[src/dma_req_pkg.sv]
package dma_req_pkg;
  // register byte offsets
  localparam logic [7:0] OFF_CONTROL  = 8'h00;
  localparam logic [7:0] OFF_SRC_PTR  = 8'h04;
  localparam logic [7:0] OFF_DST_PTR  = 8'h08;
  localparam logic [7:0] OFF_FC_SEL   = 8'h0C;
  localparam logic [7:0] OFF_COUNT    = 8'h10;
  localparam logic [7:0] OFF_STATUS   = 8'h14;
  // channel_control fields
  localparam int CTL_START       = 0;
  localparam int CTL_EXTERNAL    = 1;
  localparam int CTL_CYCLE_STEAL = 2;
  localparam int CTL_SINGLE      = 3;
  localparam int CTL_SIDE        = 4;
  localparam int CTL_SRC_INC     = 5;
  localparam int CTL_DST_INC     = 6;
  localparam int CTL_SSIZE_LO    = 8;
  localparam int CTL_DSIZE_LO    = 10;
  localparam logic [11:0] CONTROL_RESET = 12'h000;
  // function_code_select fields
  localparam int FC_SRC_LO = 0;
  localparam int FC_DST_LO = 4;
  // status fields
  localparam int ST_BUSY      = 0;
  localparam int ST_DONE      = 1;
  localparam int ST_CFG_ERR   = 2;
  localparam int ST_BUS_OWNED = 3;
  // operand size codes
  localparam logic [1:0] SIZE_LONG = 2'h0;
  localparam logic [1:0] SIZE_BYTE = 2'h1;
  localparam logic [1:0] SIZE_WORD = 2'h2;
  localparam logic [31:0] BYTES_1 = 32'h0000_0001;
  localparam logic [31:0] BYTES_2 = 32'h0000_0002;
  localparam logic [31:0] BYTES_4 = 32'h0000_0004;

  typedef enum logic [2:0] {
    ST_IDLE = 3'b000,
    ST_ARB  = 3'b001,
    ST_SRC  = 3'b010,
    ST_TURN = 3'b011,
    ST_DST  = 3'b100,
    ST_GAP  = 3'b101
  } chan_state_type;
endpackage

[src/pin_sync_if.sv]
interface pin_sync_if;
  logic pin_n;
  logic level;
  logic fall;
  modport filter (input pin_n, output level, output fall);
  modport user (output pin_n, input level, input fall);
endinterface

[src/dma_ext_request_single_addr.sv]
module dma_ext_request_single_addr (
  input  wire logic        ref_clk,
  input  wire logic        resetn,
  input  wire logic        ce,
  input  wire logic [7:0]  reg_addr,
  input  wire logic [31:0] reg_wdata,
  input  wire logic        reg_write,
  input  wire logic        reg_read,
  output logic      [31:0] reg_rdata,
  input  wire logic        transfer_request_n,
  output logic             transfer_ack_n,
  input  wire logic        done_in_n,
  output logic             done_out_n,
  output logic             done_oe,
  output logic             bus_req,
  input  wire logic        bus_grant,
  output logic             bus_strobe,
  output logic             bus_read,
  output logic      [31:0] bus_addr,
  output logic      [3:0]  bus_fc,
  output logic      [1:0]  bus_size,
  input  wire logic        bus_term
);
  logic [1:0]  rst_sync_reg;
  logic        rst_n;
  logic [11:0] control_reg;
  logic [31:0] source_pointer_reg;
  logic [31:0] destination_pointer_reg;
  logic [7:0]  function_code_select_reg;
  logic [31:0] count_reg;
  logic        done_flag_reg;
  logic        cfg_err_reg;
  logic [31:0] rdata_reg;
  dma_req_pkg::chan_state_type state_reg, state_next;
  logic        ack_n_reg, ack_n_next;
  logic        strobe_reg, bus_req_reg, read_reg;
  logic [31:0] addr_reg;
  logic [3:0]  fc_reg;
  logic [1:0]  size_reg;
  logic        done_drive_reg;
  logic        pend_reg;
  logic        burst_cont_reg;
  logic        last_seen_reg;
  logic        external, steal, single, side, present, cfg_bad, last_op, go_on;
  logic [1:0]  ssize, dsize;
  logic [31:0] op_bytes;
  logic        acked_cycle;

  pin_sync_if req_if ();
  pin_sync_if done_if ();
  assign req_if.pin_n  = transfer_request_n;
  assign done_if.pin_n = done_in_n;

  pin_filter req_filter (.ref_clk(ref_clk), .rst_n(rst_n), .ce(ce), .sig(req_if));
  pin_filter done_filter (.ref_clk(ref_clk), .rst_n(rst_n), .ce(ce), .sig(done_if));

  always_ff @(posedge ref_clk or negedge resetn)
  begin
    if (!resetn)
      rst_sync_reg <= 2'h0;
    else
      rst_sync_reg <= {rst_sync_reg[0], 1'b1};
  end
  assign rst_n = rst_sync_reg[1];

  function automatic logic [31:0] size_bytes(input logic [1:0] code);
    case (code)
      dma_req_pkg::SIZE_BYTE: size_bytes = dma_req_pkg::BYTES_1;
      dma_req_pkg::SIZE_WORD: size_bytes = dma_req_pkg::BYTES_2;
      default:                size_bytes = dma_req_pkg::BYTES_4;
    endcase
  endfunction

  assign external = control_reg[dma_req_pkg::CTL_EXTERNAL];
  assign steal    = control_reg[dma_req_pkg::CTL_CYCLE_STEAL];
  assign single   = control_reg[dma_req_pkg::CTL_SINGLE];
  assign side     = control_reg[dma_req_pkg::CTL_SIDE];
  assign ssize    = control_reg[dma_req_pkg::CTL_SSIZE_LO +: 2];
  assign dsize    = control_reg[dma_req_pkg::CTL_DSIZE_LO +: 2];
  // single read counts source operands, everything else destination operands
  assign op_bytes = size_bytes((single && side) ? ssize : dsize);
  // internal single or dual long is refused
  assign cfg_bad  = (single && !external) ||
                    (!single && (ssize == dma_req_pkg::SIZE_LONG ||
                                 dsize == dma_req_pkg::SIZE_LONG));
  // level in burst, recognised edge in cycle steal
  assign present  = steal ? pend_reg : req_if.level;
  assign last_op  = (count_reg <= op_bytes) || last_seen_reg;
  // continue without release while request stands
  assign go_on    = control_reg[dma_req_pkg::CTL_START] &&
                    (!external || (steal ? pend_reg : burst_cont_reg));
  // handshake belongs to the requesting side only
  assign acked_cycle = external &&
                       ((state_next == dma_req_pkg::ST_SRC && (side || !single) && side) ||
                        (state_next == dma_req_pkg::ST_DST && !side));

  always_comb
  begin
    state_next = state_reg;
    case (state_reg)
      dma_req_pkg::ST_IDLE:
        // no bus request before a request in external mode
        if (control_reg[dma_req_pkg::CTL_START] && !cfg_bad && (!external || present))
          state_next = dma_req_pkg::ST_ARB;
      dma_req_pkg::ST_ARB:
        if (bus_grant)
          // single is one cycle, read or write by side
          state_next = (single && !side) ? dma_req_pkg::ST_DST : dma_req_pkg::ST_SRC;
      dma_req_pkg::ST_SRC:
        if (bus_term)
          state_next = single ? dma_req_pkg::ST_GAP : dma_req_pkg::ST_TURN;
      dma_req_pkg::ST_TURN:
        state_next = dma_req_pkg::ST_DST;
      dma_req_pkg::ST_DST:
        if (bus_term)
          state_next = dma_req_pkg::ST_GAP;
      dma_req_pkg::ST_GAP:
        if (!last_op && go_on)
          state_next = (single && !side) ? dma_req_pkg::ST_DST : dma_req_pkg::ST_SRC;
        else
          // release bus when no request stands
          state_next = dma_req_pkg::ST_IDLE;
      default:
        state_next = dma_req_pkg::ST_IDLE;
    endcase
  end

  // ack dropped at every cycle end
  assign ack_n_next = !(acked_cycle && (state_next != state_reg ||
                                        state_reg == dma_req_pkg::ST_SRC ||
                                        state_reg == dma_req_pkg::ST_DST) &&
                        !((state_reg == dma_req_pkg::ST_SRC ||
                           state_reg == dma_req_pkg::ST_DST) && bus_term));

  always_ff @(posedge ref_clk or negedge rst_n)
  begin
    if (!rst_n)
      state_reg <= dma_req_pkg::ST_IDLE;
    else if (ce)
      state_reg <= state_next;
  end

  // bus cycle drive; strobe stays low for the gap cycle between cycles
  always_ff @(posedge ref_clk or negedge rst_n)
  begin
    if (!rst_n)
    begin
      ack_n_reg      <= 1'b1;
      strobe_reg     <= 1'b0;
      bus_req_reg    <= 1'b0;
      read_reg       <= 1'b1;
      addr_reg       <= 32'h0000_0000;
      fc_reg         <= 4'h0;
      size_reg       <= 2'h0;
      done_drive_reg <= 1'b0;
    end
    else if (ce)
    begin
      ack_n_reg   <= ack_n_next;
      bus_req_reg <= state_next != dma_req_pkg::ST_IDLE;
      strobe_reg  <= (state_next == dma_req_pkg::ST_SRC || state_next == dma_req_pkg::ST_DST)
                     && !((state_reg == dma_req_pkg::ST_SRC ||
                           state_reg == dma_req_pkg::ST_DST) && bus_term);
      // done driven in the acked last cycle, external mode only
      done_drive_reg <= !ack_n_next && last_op;
      if (state_next == dma_req_pkg::ST_SRC)
      begin
        read_reg <= 1'b1;
        addr_reg <= source_pointer_reg;
        fc_reg   <= function_code_select_reg[dma_req_pkg::FC_SRC_LO +: 4];
        size_reg <= ssize;
      end
      else if (state_next == dma_req_pkg::ST_DST)
      begin
        read_reg <= 1'b0;
        addr_reg <= destination_pointer_reg;
        fc_reg   <= function_code_select_reg[dma_req_pkg::FC_DST_LO +: 4];
        size_reg <= dsize;
      end
    end
  end

  // request bookkeeping
  always_ff @(posedge ref_clk or negedge rst_n)
  begin
    if (!rst_n)
    begin
      pend_reg       <= 1'b0;
      burst_cont_reg <= 1'b0;
      last_seen_reg  <= 1'b0;
    end
    else if (ce)
    begin
      // pulse kept when none pending or during ack; set wins
      if (req_if.fall && (!pend_reg || !ack_n_reg))
        pend_reg <= 1'b1;
      else if (ack_n_reg && !ack_n_next)
        pend_reg <= 1'b0;
      // burst continues only if request seen while ack asserted
      if (!ack_n_reg && req_if.level)
        burst_cont_reg <= 1'b1;
      else if (ack_n_reg && !ack_n_next)
        burst_cont_reg <= 1'b0;
      // peripheral marks last transfer during a bus cycle
      if (bus_strobe && done_if.level)
        last_seen_reg <= 1'b1;
      else if (state_reg == dma_req_pkg::ST_IDLE)
        last_seen_reg <= 1'b0;
    end
  end

  // register file; hardware completion beats software on start and flags
  always_ff @(posedge ref_clk or negedge rst_n)
  begin
    if (!rst_n)
    begin
      control_reg              <= dma_req_pkg::CONTROL_RESET;
      source_pointer_reg       <= 32'h0000_0000;
      destination_pointer_reg  <= 32'h0000_0000;
      function_code_select_reg <= 8'h00;
      count_reg                <= 32'h0000_0000;
      done_flag_reg            <= 1'b0;
      cfg_err_reg              <= 1'b0;
    end
    else if (ce)
    begin
      if (reg_write)
        case (reg_addr)
          dma_req_pkg::OFF_CONTROL: control_reg <= reg_wdata[11:0];
          dma_req_pkg::OFF_SRC_PTR: source_pointer_reg <= reg_wdata;
          dma_req_pkg::OFF_DST_PTR: destination_pointer_reg <= reg_wdata;
          dma_req_pkg::OFF_FC_SEL:  function_code_select_reg <= reg_wdata[7:0];
          dma_req_pkg::OFF_COUNT:   count_reg <= reg_wdata;
          dma_req_pkg::OFF_STATUS:
          begin
            if (reg_wdata[dma_req_pkg::ST_DONE])
              done_flag_reg <= 1'b0;
            if (reg_wdata[dma_req_pkg::ST_CFG_ERR])
              cfg_err_reg <= 1'b0;
          end
          default: ;
        endcase
      if (state_reg == dma_req_pkg::ST_IDLE && control_reg[dma_req_pkg::CTL_START] && cfg_bad)
      begin
        cfg_err_reg <= 1'b1;
        control_reg[dma_req_pkg::CTL_START] <= 1'b0;
      end
      if (state_reg == dma_req_pkg::ST_SRC && bus_term &&
          control_reg[dma_req_pkg::CTL_SRC_INC])
        source_pointer_reg <= 32'(source_pointer_reg + size_bytes(ssize));
      if (state_reg == dma_req_pkg::ST_DST && bus_term &&
          control_reg[dma_req_pkg::CTL_DST_INC])
        destination_pointer_reg <= 32'(destination_pointer_reg + size_bytes(dsize));
      if (state_reg == dma_req_pkg::ST_GAP)
      begin
        count_reg <= last_op ? 32'h0000_0000 : 32'(count_reg - op_bytes);
        if (last_op)
        begin
          done_flag_reg <= 1'b1;
          control_reg[dma_req_pkg::CTL_START] <= 1'b0;
        end
      end
    end
  end

  // read data stands one cycle after the strobe only
  always_ff @(posedge ref_clk or negedge rst_n)
  begin
    if (!rst_n)
      rdata_reg <= 32'h0000_0000;
    else if (ce)
    begin
      rdata_reg <= 32'h0000_0000;
      if (reg_read)
        case (reg_addr)
          dma_req_pkg::OFF_CONTROL: rdata_reg <= {20'h00000, control_reg};
          dma_req_pkg::OFF_SRC_PTR: rdata_reg <= source_pointer_reg;
          dma_req_pkg::OFF_DST_PTR: rdata_reg <= destination_pointer_reg;
          dma_req_pkg::OFF_FC_SEL:  rdata_reg <= {24'h000000, function_code_select_reg};
          dma_req_pkg::OFF_COUNT:   rdata_reg <= count_reg;
          dma_req_pkg::OFF_STATUS:
            rdata_reg <= {28'h0000000, bus_req_reg, cfg_err_reg, done_flag_reg,
                          state_reg != dma_req_pkg::ST_IDLE};
          default: rdata_reg <= 32'h0000_0000;
        endcase
    end
  end

  assign reg_rdata      = rdata_reg;
  assign transfer_ack_n = ack_n_reg;
  assign done_oe        = done_drive_reg;
  assign done_out_n     = ~done_drive_reg;
  assign bus_req        = bus_req_reg;
  assign bus_strobe     = strobe_reg;
  assign bus_read       = read_reg;
  assign bus_addr       = addr_reg;
  assign bus_fc         = fc_reg;
  assign bus_size       = size_reg;

  a_wait_for_request: assert property (@(posedge ref_clk) disable iff (!rst_n)
    (ce && state_reg == dma_req_pkg::ST_IDLE && state_next == dma_req_pkg::ST_ARB)
    |-> (control_reg[dma_req_pkg::CTL_START] && (!external || present)))
    else $error("bus requested without start and request");
  a_ack_side_only: assert property (@(posedge ref_clk) disable iff (!rst_n)
    !ack_n_reg |-> (external && ((state_reg == dma_req_pkg::ST_SRC && side) ||
                                 (state_reg == dma_req_pkg::ST_DST && !side))))
    else $error("acknowledge outside requesting cycle");
  a_ack_drops_at_end: assert property (@(posedge ref_clk) disable iff (!rst_n)
    (ce && !ack_n_reg && bus_term) |-> ack_n_next)
    else $error("acknowledge not negated at cycle end");
  a_src_cycle_read: assert property (@(posedge ref_clk) disable iff (!rst_n)
    (strobe_reg && state_reg == dma_req_pkg::ST_SRC)
    |-> (read_reg && size_reg == ssize && addr_reg == source_pointer_reg))
    else $error("source cycle not a read");
  a_dst_cycle_write: assert property (@(posedge ref_clk) disable iff (!rst_n)
    (strobe_reg && state_reg == dma_req_pkg::ST_DST)
    |-> (!read_reg && size_reg == dsize && addr_reg == destination_pointer_reg))
    else $error("destination cycle not a write");
  a_single_external: assert property (@(posedge ref_clk) disable iff (!rst_n)
    (ce && state_reg == dma_req_pkg::ST_IDLE && state_next == dma_req_pkg::ST_ARB)
    |-> !(single && !external))
    else $error("single address started internally");
  a_burst_release: assert property (@(posedge ref_clk) disable iff (!rst_n)
    (ce && state_reg == dma_req_pkg::ST_GAP && external && !steal && !burst_cont_reg)
    |-> state_next == dma_req_pkg::ST_IDLE)
    else $error("burst kept bus without request");
  a_steal_release: assert property (@(posedge ref_clk) disable iff (!rst_n)
    (ce && state_reg == dma_req_pkg::ST_GAP && external && steal && !pend_reg)
    |-> state_next == dma_req_pkg::ST_IDLE)
    else $error("cycle steal kept bus without pulse");
  a_dual_order: assert property (@(posedge ref_clk) disable iff (!rst_n)
    (ce && !single && state_reg == dma_req_pkg::ST_SRC && bus_term)
    |-> state_next == dma_req_pkg::ST_TURN)
    else $error("dual read not followed by write");
  a_no_long_dual: assert property (@(posedge ref_clk) disable iff (!rst_n)
    (strobe_reg && !single) |-> size_reg != dma_req_pkg::SIZE_LONG)
    else $error("long operand in dual address");
endmodule // dma_ext_request_single_addr

[src/pin_filter.sv]
module pin_filter (
  input  wire logic    ref_clk,
  input  wire logic    rst_n,
  input  wire logic    ce,
  pin_sync_if.filter   sig
);
  logic [2:0] sync_reg;
  logic       level_reg;
  logic       fall_reg;

  always_ff @(posedge ref_clk or negedge rst_n)
  begin
    if (!rst_n)
      sync_reg <= 3'h7;
    else if (ce)
      sync_reg <= {sync_reg[1:0], sig.pin_n};
  end

  // asserted once seen low on two consecutive samples
  always_ff @(posedge ref_clk or negedge rst_n)
  begin
    if (!rst_n)
    begin
      level_reg <= 1'b0;
      fall_reg  <= 1'b0;
    end
    else if (ce)
    begin
      fall_reg <= 1'b0;
      if (sync_reg[1] == sync_reg[2])
      begin
        level_reg <= ~sync_reg[2];
        fall_reg  <= ~sync_reg[2] & ~level_reg;
      end
    end
  end

  assign sig.level = level_reg;
  assign sig.fall  = fall_reg;
endmodule // pin_filter

[config.mk]
export PLATFORM = sky130hd
export DESIGN_NAME = dma_ext_request_single_addr
export DESIGN_NICKNAME = d
export VERILOG_FILES = /design/src/dma_req_pkg.sv /design/src/pin_sync_if.sv /design/src/dma_ext_request_single_addr.sv /design/src/pin_filter.sv
export SDC_FILE = /design/constraint.sdc
export NUM_CORES = 1
export LEC_CHECK = 0
export CAP_MARGIN = 20
export CORE_MARGIN = 3
export CORE_UTILIZATION = 45
export CTS_CLUSTER_SIZE = 24
export DETAILED_ROUTE_END_ITERATION = 6
export DONT_BUFFER_PORTS = 1
export PLACE_DENSITY_LB_ADDON = 0.3
export SYNTH_ARGS = -nofsm -noshare
export SYNTH_HDL_FRONTEND = slang
export SYNTH_HIERARCHICAL = 1
export SYNTH_SLANG_ARGS = --single-unit
[constraint.sdc]
create_clock -name ref_clk -period 17.09 [get_ports ref_clk]
set_input_delay 5.127 -clock ref_clk [delete_from_list [all_inputs] [get_ports ref_clk]]
set_output_delay 5.127 -clock ref_clk [all_outputs]
set_load 0.05 [all_outputs]
# Word level (Yosys, flattened, before mapping)
# Index checks and enable logic that the tools add are counted.
# W data, S select, Z words.
[totals]
ff_bits = 210
output_inout_bits = 76
elab_cells = 194
[classes]
n_addsub = 3
order_cmp = 1
n_eq_ne = 21
mux = 58
n_bitwise = 5
n_reduce_logical = 79
[ops]
columns = ["operator", "count"]
rows = [
  ["$mux W32", 17],
  ["$pmux W32 S6", 1],
  ["$add A32 B32 Y32", 2],
  ["$le A32 B32 Y1", 1],
  ["$sub A32 B32 Y32", 1],
  ["$logic_and A1 B1 Y1", 27],
  ["$reduce_bool A2 Y1", 13],
  ["$mux W1", 24],
  ["$mux W3", 7],
  ["$pmux W3 S2", 3],
  ["$pmux W3 S6", 1],
  ["$eq A8 B4 Y1 const B", 2],
  ["$eq A8 B5 Y1 const B", 2],
  ["$reduce_and A3 Y1", 5],
  ["$logic_or A1 B1 Y1", 12],
  ["$reduce_and A2 Y1", 6],
  ["$eq A3 B2 Y1 const B", 3],
  ["$eq A3 B3 Y1 const B", 3],
  ["$logic_not A1 Y1", 9],
  ["$eq A8 B3 Y1 const B", 1],
  ["$logic_not A8 Y1", 1],
  ["$mux W4", 2],
  ["$eq A2 B1 Y1 const B", 3],
  ["$eq A2 B2 Y1 const B", 3],
  ["other kinds (10)", 18],
]

# Depth between registers and ports, before layout
# Gate-level depths: netlist (run 1).
[logic_depth]
ltp_word = 20
ltp_mapped = 16

# By module
# The synthesis (run 1) kept the hierarchy.
[modules_own_cells]
columns = ["module", "n_inst", "cells_each", "area_per_inst_um2", "seq_area_each_um2"]
rows = [
  ["dma_ext_request_single_addr", 1, 1294, 11813.8, 5032.3],
  ["pin_filter", 2, 17, 195.2, 128.9],
]

# Worst setup path before layout (run 1)
# OpenSTA, ideal clock, no wires.
[synth_timing]
path_kind = "input port to flip-flop"
from = "input port reg_addr[1]"
to = "register control_reg[10]"
setup_time_ns = 0.132
t_arrival_ns = 7.177
required_ns = 16.958
path_slack_ns = 9.782
path_stages = 8
n_path_buf = 3
cell_sequence = "or4_1 -> clkbuf_1 -> nor3_1 -> nand2b_1 -> clkbuf_1 -> nor3_4 -> clkbuf_1 -> o21ai_0"
[synth_between]
elab_chain_len = 2
[synth_rtl]
columns = ["element", "line", "rtl"]
rows = [
  ["start, declared", "dma_ext_request_single_addr.sv:5", "input wire logic [7:0] reg_addr,"],
  ["$logic_not A8 Y1", "dma_ext_request_single_addr.sv:228", "case (reg_addr)"],
  ["$reduce_and A3 Y1 (no line)", "n/a", ""],
  ["end signal, assigned", "dma_ext_request_single_addr.sv:217", "control_reg <= dma_req_pkg::CONTROL_RESET;"],
  ["end signal, assigned", "dma_ext_request_single_addr.sv:229", "dma_req_pkg::OFF_CONTROL: control_reg <= reg_wdata[11:0];"],
  ["end, declared", "dma_ext_request_single_addr.sv:26", "logic [11:0] control_reg;"],
]
# No other way between the ends.
# A chain may end at the register's enable or synchronous reset.

# Worst setup path in the final report (run 1)
[layout_timing]
from = "input port reg_addr[1]"
to = "register source_pointer_reg[28]"
[layout_between]
elab_chain_len = 3
[layout_rtl]
columns = ["element", "line", "rtl"]
rows = [
  ["$eq A8 B3 Y1", "dma_ext_request_single_addr.sv:228", ""],
  ["$reduce_bool A2 Y1 (no line)", "n/a", ""],
  ["$reduce_and A3 Y1 (no line)", "n/a", ""],
  ["end signal, assigned", "dma_ext_request_single_addr.sv:230", "dma_req_pkg::OFF_SRC_PTR: source_pointer_reg <= reg_wdata;"],
  ["end signal, assigned", "dma_ext_request_single_addr.sv:250", "source_pointer_reg <= 32'(source_pointer_reg + size_bytes(ssize));"],
  ["end, declared", "dma_ext_request_single_addr.sv:27", "logic [31:0] source_pointer_reg;"],
]
# No other way between the ends.

==> results of run 1 <==
-- power groups by stage --
stage / combinational [W] / clock [W] / sequential (W)
floorplan: 0.000272 / 0 / 0.000848
global placement: 0.000310 / 0 / 0.000910
detailed placement: 0.000319 / 0 / 0.000912
CTS: 0.000320 / 0.000562 / 0.000903
global route: 0.000358 / 0.000580 / 0.000921
finish: 0.000323 / 0.000555 / 0.000906
-- cell usage in the layout, fill, tap and decap left out, drive strengths merged, types with 12 or more instances in the layout --
cell type,instances
inv,79
o221a,38
o21ai,87
a21oi,115
nand4,18
nor3,36
o211ai,41
nor2,72
nor4,18
a21o,12
mux2,16
and3,14
o22ai,23
dfrtp,202
a22oi,17
clkbuf,34
a22o,25
nand2,95
o2bb2ai,47
ha,17
a2bb2oi,23
buf,24
nand3,41
mux2i,17
-- layout make-up --
type	instances	area [um^2]	share of cell area (%)
diodes	1	2.50	0.0189
clock buffers	34	709	5.35
clock inverters	11	135	1.02
inverters	79	297	2.24
multi-input cells	923	6190	46.7
flip-flops and latches	210	5270	39.7
well taps	335	419	3.16
repair buffers	24	240	1.81
-- metal layers --
| metal | up-vias | GRT usage (%) | wire length (um) | part of all wire [%] |
|---|---|---|---|---|
| met4 | 0 | 8.71 | 1330 | 3.3 |
| met1 | 5469 | 38.8 | 17100 | 42 |
| met2 | 559 | 41.3 | 17800 | 44 |
| met5 | - | 0 | 0 | 0 |
| met3 | 97 | 7.48 | 4350 | 11 |
| li1 | 4903 | - | - | - |
-- worst min path at each step --
stage	start	to	slack (ps)	cells past startpoint
after floorplan	rst_sync_reg[0]$_DFF_PN0_	rst_sync_reg[1]$_DFF_PN0_	330	0
after global placement	rst_sync_reg[0]$_DFF_PN0_	rst_sync_reg[1]$_DFF_PN0_	340	0
after detailed placement	rst_sync_reg[0]$_DFF_PN0_	rst_sync_reg[1]$_DFF_PN0_	340	0
after CTS	rst_sync_reg[0]$_DFF_PN0_	rst_sync_reg[1]$_DFF_PN0_	350	0
after global routing	rst_sync_reg[0]$_DFF_PN0_	rst_sync_reg[1]$_DFF_PN0_	370	0
final	rst_sync_reg[0]$_DFF_PN0_	rst_sync_reg[1]$_DFF_PN0_	350	0
-- stage by stage --
stage | hold slack (ps) | worst slack, ps | cell area [um^2] | power (W)
global placement | 338 | 8980 | 12300 | 0.00122
finish | 352 | 9390 | 13300 | 0.00178
detailed placement | 343 | 8900 | 12400 | 0.00123
global route | 366 | 9180 | 13300 | 0.00186
CTS | 355 | 9450 | 13200 | 0.00179
floorplan | 331 | 9780 | 12200 | 0.00112
-- critical path: cells and delay by family --
kind / cells / cell delay, ps
buf+inv: 1 / 410
compound gates: 3 / 950
simple gates: 3 / 1520
==> results.yml, run 1 <==
finish:
  drive_gt1_share_pct: 8.90
  instances_no_fill: 1617
  nNetsFinal: 1332
  post-route-util_pct: 50.5
  n_fill_cell: 2439
  syn_to_final_growth_pct: 9.04
setup_path:
  r2r_cells: 14
  crit_end: "source_pointer_reg[28]$_DFFE_PN0P_"
  crit_chain: "or4_1 -> nor4b_4 -> buf_4 -> a21o_1 -> nand2_1 -> o311ai_0 -> o311ai_0"
  path_class: "in2reg"
  r2r_slack_ps: 12420
  cpMostUsedCell: "o311ai_0"
  critPathRequiredTime_ps: 17440
  crit_start: "reg_addr[1]"
  cp_slowest_cell: "or4_1"
  r2r_start: "control_reg[3]$_DFFE_PN0P_"
  max_stage_delay_ps: 680
  r2r_end: "bus_addr[23]$_DFFE_PN0P_"
  critPathCaptureType: "flop"
  cp.arrival_ps: 8050
  cp-start-kind: "input port"
  cp_max_fo: 34
placed_design:
  place_hpwl_mm: 28.3
  post-place-cells: 1569
  gp_congestion: 0.915
  port_buffers: 0
detailed_routing:
  wl_per_cell_um: 25.1
  drcViolationCount: 0
  via_per_inst: 6.82
  num_vias: 11000
  drtIter0Drc: 1257
  ant_nets: 0
  firstDrtPassIters: 6
  wl_mm: 40.6
cts:
  cts_setup_buffers: 0
  cts_num_sinks: 210
  cts_root_buf: "clkbuf_16"
  tritoncts: "yes"
  cts_resized: 0
  numCtsBuffers: 25
  ctsHoldBuffers: 0
  cts.clk_slew.worst_paths_ps: 60
  clock_path_buffers: 3
  htree_levels: 1
  insertion_delay_ps: 530
global_route:
  grt_pass1_wl_mm: 63.0
  grt_usage_pct: 27.5
  first_global_vias: 10600
  grt_max_degree: 80
  grt_overflow: 0
  antenna_found_initial: 0
timing:
  setup_viol: 0
  maxSlewViolCount: 0
  finClkSkew_ps: 21.2
  setup_tns_ps: 0
  relSlewSlack_pct: 30.9
  rsz0062_at_grt: "false"
  worst_pin_slew_ps: 1040
  timing.fmax_mhz: 130
  fin_crit_ps: 7700
  hold_viol_final: 0
  post-route-period-util_pct: 45.0
yosys:
  avgSynthCellArea_um2: 9.18
  syn_inst: 1325
  postSynthNetCount: 1394
  yosysWarnings: 6
  synth_area_um2: 12200
floorplan:
  die_w_um: 170
  chipHeight_um: 170
  core_area_um2: 26300
  start_util_pct: 46.3
  rows: 59
  io_pins: 125
  die-area_um2: 29000
power:
  switchingPower_w: 0.000709
  intPower_w: 0.00107
  p_seq_share_pct: 50.8
  vdd_drop_max_uv: 65.8
  leakage_nw: 5.29
  clock_power_share_pct: 31.1
  power_density_nw_per_um2: 134
  combPwrFrac_pct: 18.1
  p_sw_share_pct: 39.7
run:
  max_cap_violations: 0
status:
  outcome: "completed"
hold_path:
  min_path_type: "reg2reg"
(Power assumes the default switching activity.)
==> inputs of run 2 (changes only) <==
--- a/config.mk
+++ b/config.mk
@@ -5,6 +5,7 @@
 export SDC_FILE = /design/constraint.sdc
 export NUM_CORES = 1
 export LEC_CHECK = 0
+export ABC_AREA = 1
 export CAP_MARGIN = 20
 export CORE_MARGIN = 3
 export CORE_UTILIZATION = 45
==> constraint.sdc (replaced) <==
create_clock -name ref_clk -period 7.9 [get_ports ref_clk]
set_input_delay 2.37 -clock ref_clk [delete_from_list [all_inputs] [get_ports ref_clk]]
set_output_delay 2.37 -clock ref_clk [all_outputs]
set_load 0.05 [all_outputs]
==> run 2 against run 1 <==
  * Synthesized cell count rose by 33%
  * Register-to-register slack got worse by 9000 ps
  * First-iteration DRC count rose by 24%
  * Largest power group unchanged
  * Largest cell class unchanged
  * Synthesized area rose by 4.8%
==> results.yml, run 2 <==
power:
  intPower_w: 0.00267
  p_seq_share_pct: 44.2
  combPwrFrac_pct: 29.6
  vdd_drop_max_uv: 156
  leakage_nw: 6.32
  switchingPower_w: 0.00223
  p_total_w: 0.00490
  power_density_nw_per_um2: 353
  p_sw_share_pct: 45.6
  clock_power_share_pct: 26.2
status:
  outcome: "completed"
global_route:
  antenna_found_initial: 0
  grt_usage_pct: 28.6
  grt_max_degree: 145
  grt_overflow: 0
  grt_pass1_wl_mm: 68.1
  first_global_vias: 11500
setup_path:
  critPathCaptureType: "flop"
  cpMostUsedCell: "nand2_1"
  path_class: "in2reg"
  crit_chain: "nor2_4 -> nand2_1 -> nor2_1 -> nand2_1 -> inv_1 -> nand2_1 -> nand2_1 -> buf_4 -> inv_1 -> a21oi_1 -> o21ai_0 -> o21ai_0"
  critical_path.top_delay_family: "simple AND/OR/NAND/NOR gates"
  cp.arrival_ps: 5090
  cp_slowest_cell: "nand2_1"
  critPathRequiredTime_ps: 8340
  cp-start-kind: "input port"
  worst-path-buf-inv: 3
  cp_max_fo: 51
  max_stage_delay_ps: 570
timing:
  fin_crit_ps: 4650
  finClkSkew_ps: 17.1
  setup_viol: 0
  hold_ws_ps: 348
  maxSlewViolCount: 0
  rsz0062_at_grt: "false"
  worst_pin_slew_ps: 987
  relSlewSlack_pct: 34.1
  post-route-period-util_pct: 58.9
  hold_viol_final: 0
  timing.fmax_mhz: 215
  setup_tns_ps: 0
floorplan:
  io_pins: 125
  rows: 60
  core_area_um2: 27400
  chipHeight_um: 174
  start_util_pct: 46.5
  die_w_um: 174
  die-area_um2: 30400
cts:
  htree_levels: 1
  insertion_delay_ps: 540
  cts_setup_buffers: 0
  ctsHoldBuffers: 0
  cts_num_sinks: 210
  numCtsBuffers: 26
  tritoncts: "yes"
  cts_resized: 0
  cts.clk_slew.worst_paths_ps: 60
  cts_root_buf: "clkbuf_16"
  clock_path_buffers: 3
detailed_routing:
  firstDrtPassIters: 6
  via_per_inst: 5.84
  ant_nets: 0
  wl_mm: 44.2
  drcViolationCount: 0
  drtIter0Drc: 1561
  wl_per_cell_um: 20.8
  num_vias: 12400
finish:
  drive_gt1_share_pct: 6.74
  seq_area_um2: 5270
  multi_input_area_um2: 6370
  n_fill_cell: 2728
  final_cell_mix: "nand2_1 (465), o21ai_0 (204), dfrtp_1 (201)"
  mostFrequentLayoutCell: "nand2_1"
  nNetsFinal: 1801
  syn_to_final_growth_pct: 9.06
  antenna_cells: 0
yosys:
  postSynthNetCount: 1835
  avgSynthCellArea_um2: 7.22
  synth_area_um2: 12700
  syn_inst: 1766
  yosysWarnings: 6
placed_design:
  place_hpwl_mm: 32.8
  port_buffers: 0
  gp_congestion: 0.968
hold_path:
  min_path_type: "reg2reg"
run:
  max_cap_violations: 0
run 2: per-layer routing:
layer	vias to the layer above	track usage, %	wire length, um
met4	0	7.84	1270
met1	5875	42.1	19300
li1	5817	-	-
met2	625	43.4	19300
met3	88	5.05	4370
met5	-	0	0
run 2: metrics by stage:
stage          utilization (%)  worst slack (ps)  std cells  instance area [um^2]
3_5_place_dp              47.3              2820       2075                 13000
5_1_grt                   50.7              2980       2123                 13900
4_1_cts                   50.7              3360       2122                 13900
6_report                  50.7              3250       2123                 13900
2_1_floorplan                -              1630       1766                 12700
3_3_place_gp              47.3              3020       2075                 13000
run 2: final timing paths:
path,from,depth (start not counted),slack [ps],endpoint
worst max-delay path,reg_addr[1],12,3250,source_pointer_reg[12]$_DFFE_PN0P_
worst min-delay path,rst_sync_reg[0]$_DFF_PN0_,0,350,rst_sync_reg[1]$_DFF_PN0_
worst max register to register,control_reg[3]$_DFFE_PN0P_,20,3400,bus_addr[8]$_DFFE_PN0P_
worst min register to register,rst_sync_reg[0]$_DFF_PN0_,0,350,rst_sync_reg[1]$_DFF_PN0_
max in group asynchronous,rst_sync_reg[1]$_DFF_PN0_,1,6170,bus_fc[3]$_DFFE_PN0P_
min in group asynchronous,rst_sync_reg[1]$_DFF_PN0_,0,440,count_reg[26]$_DFFE_PN0P_
run 2: area by class of cell:
type	count	share of cell area, %
Multi-Input combinational cell	1275	45.8
Sequential cell	210	37.9
Inverter	208	5.62
Clock buffer	37	5.49
Tap cell	372	3.35
Clock inverter	10	1.13
Timing Repair Buffer	11	0.684
run 2: power by group through the flow:
stage          Combinational [W]  Sequential [W]  Clock, W
2_1_floorplan            0.00105         0.00204         0
3_3_place_gp             0.00139         0.00216         0
3_5_place_dp             0.00142         0.00217         0
4_1_cts                  0.00142         0.00215   0.00130
5_1_grt                  0.00164         0.00221   0.00135
6_report                 0.00145         0.00216   0.00128
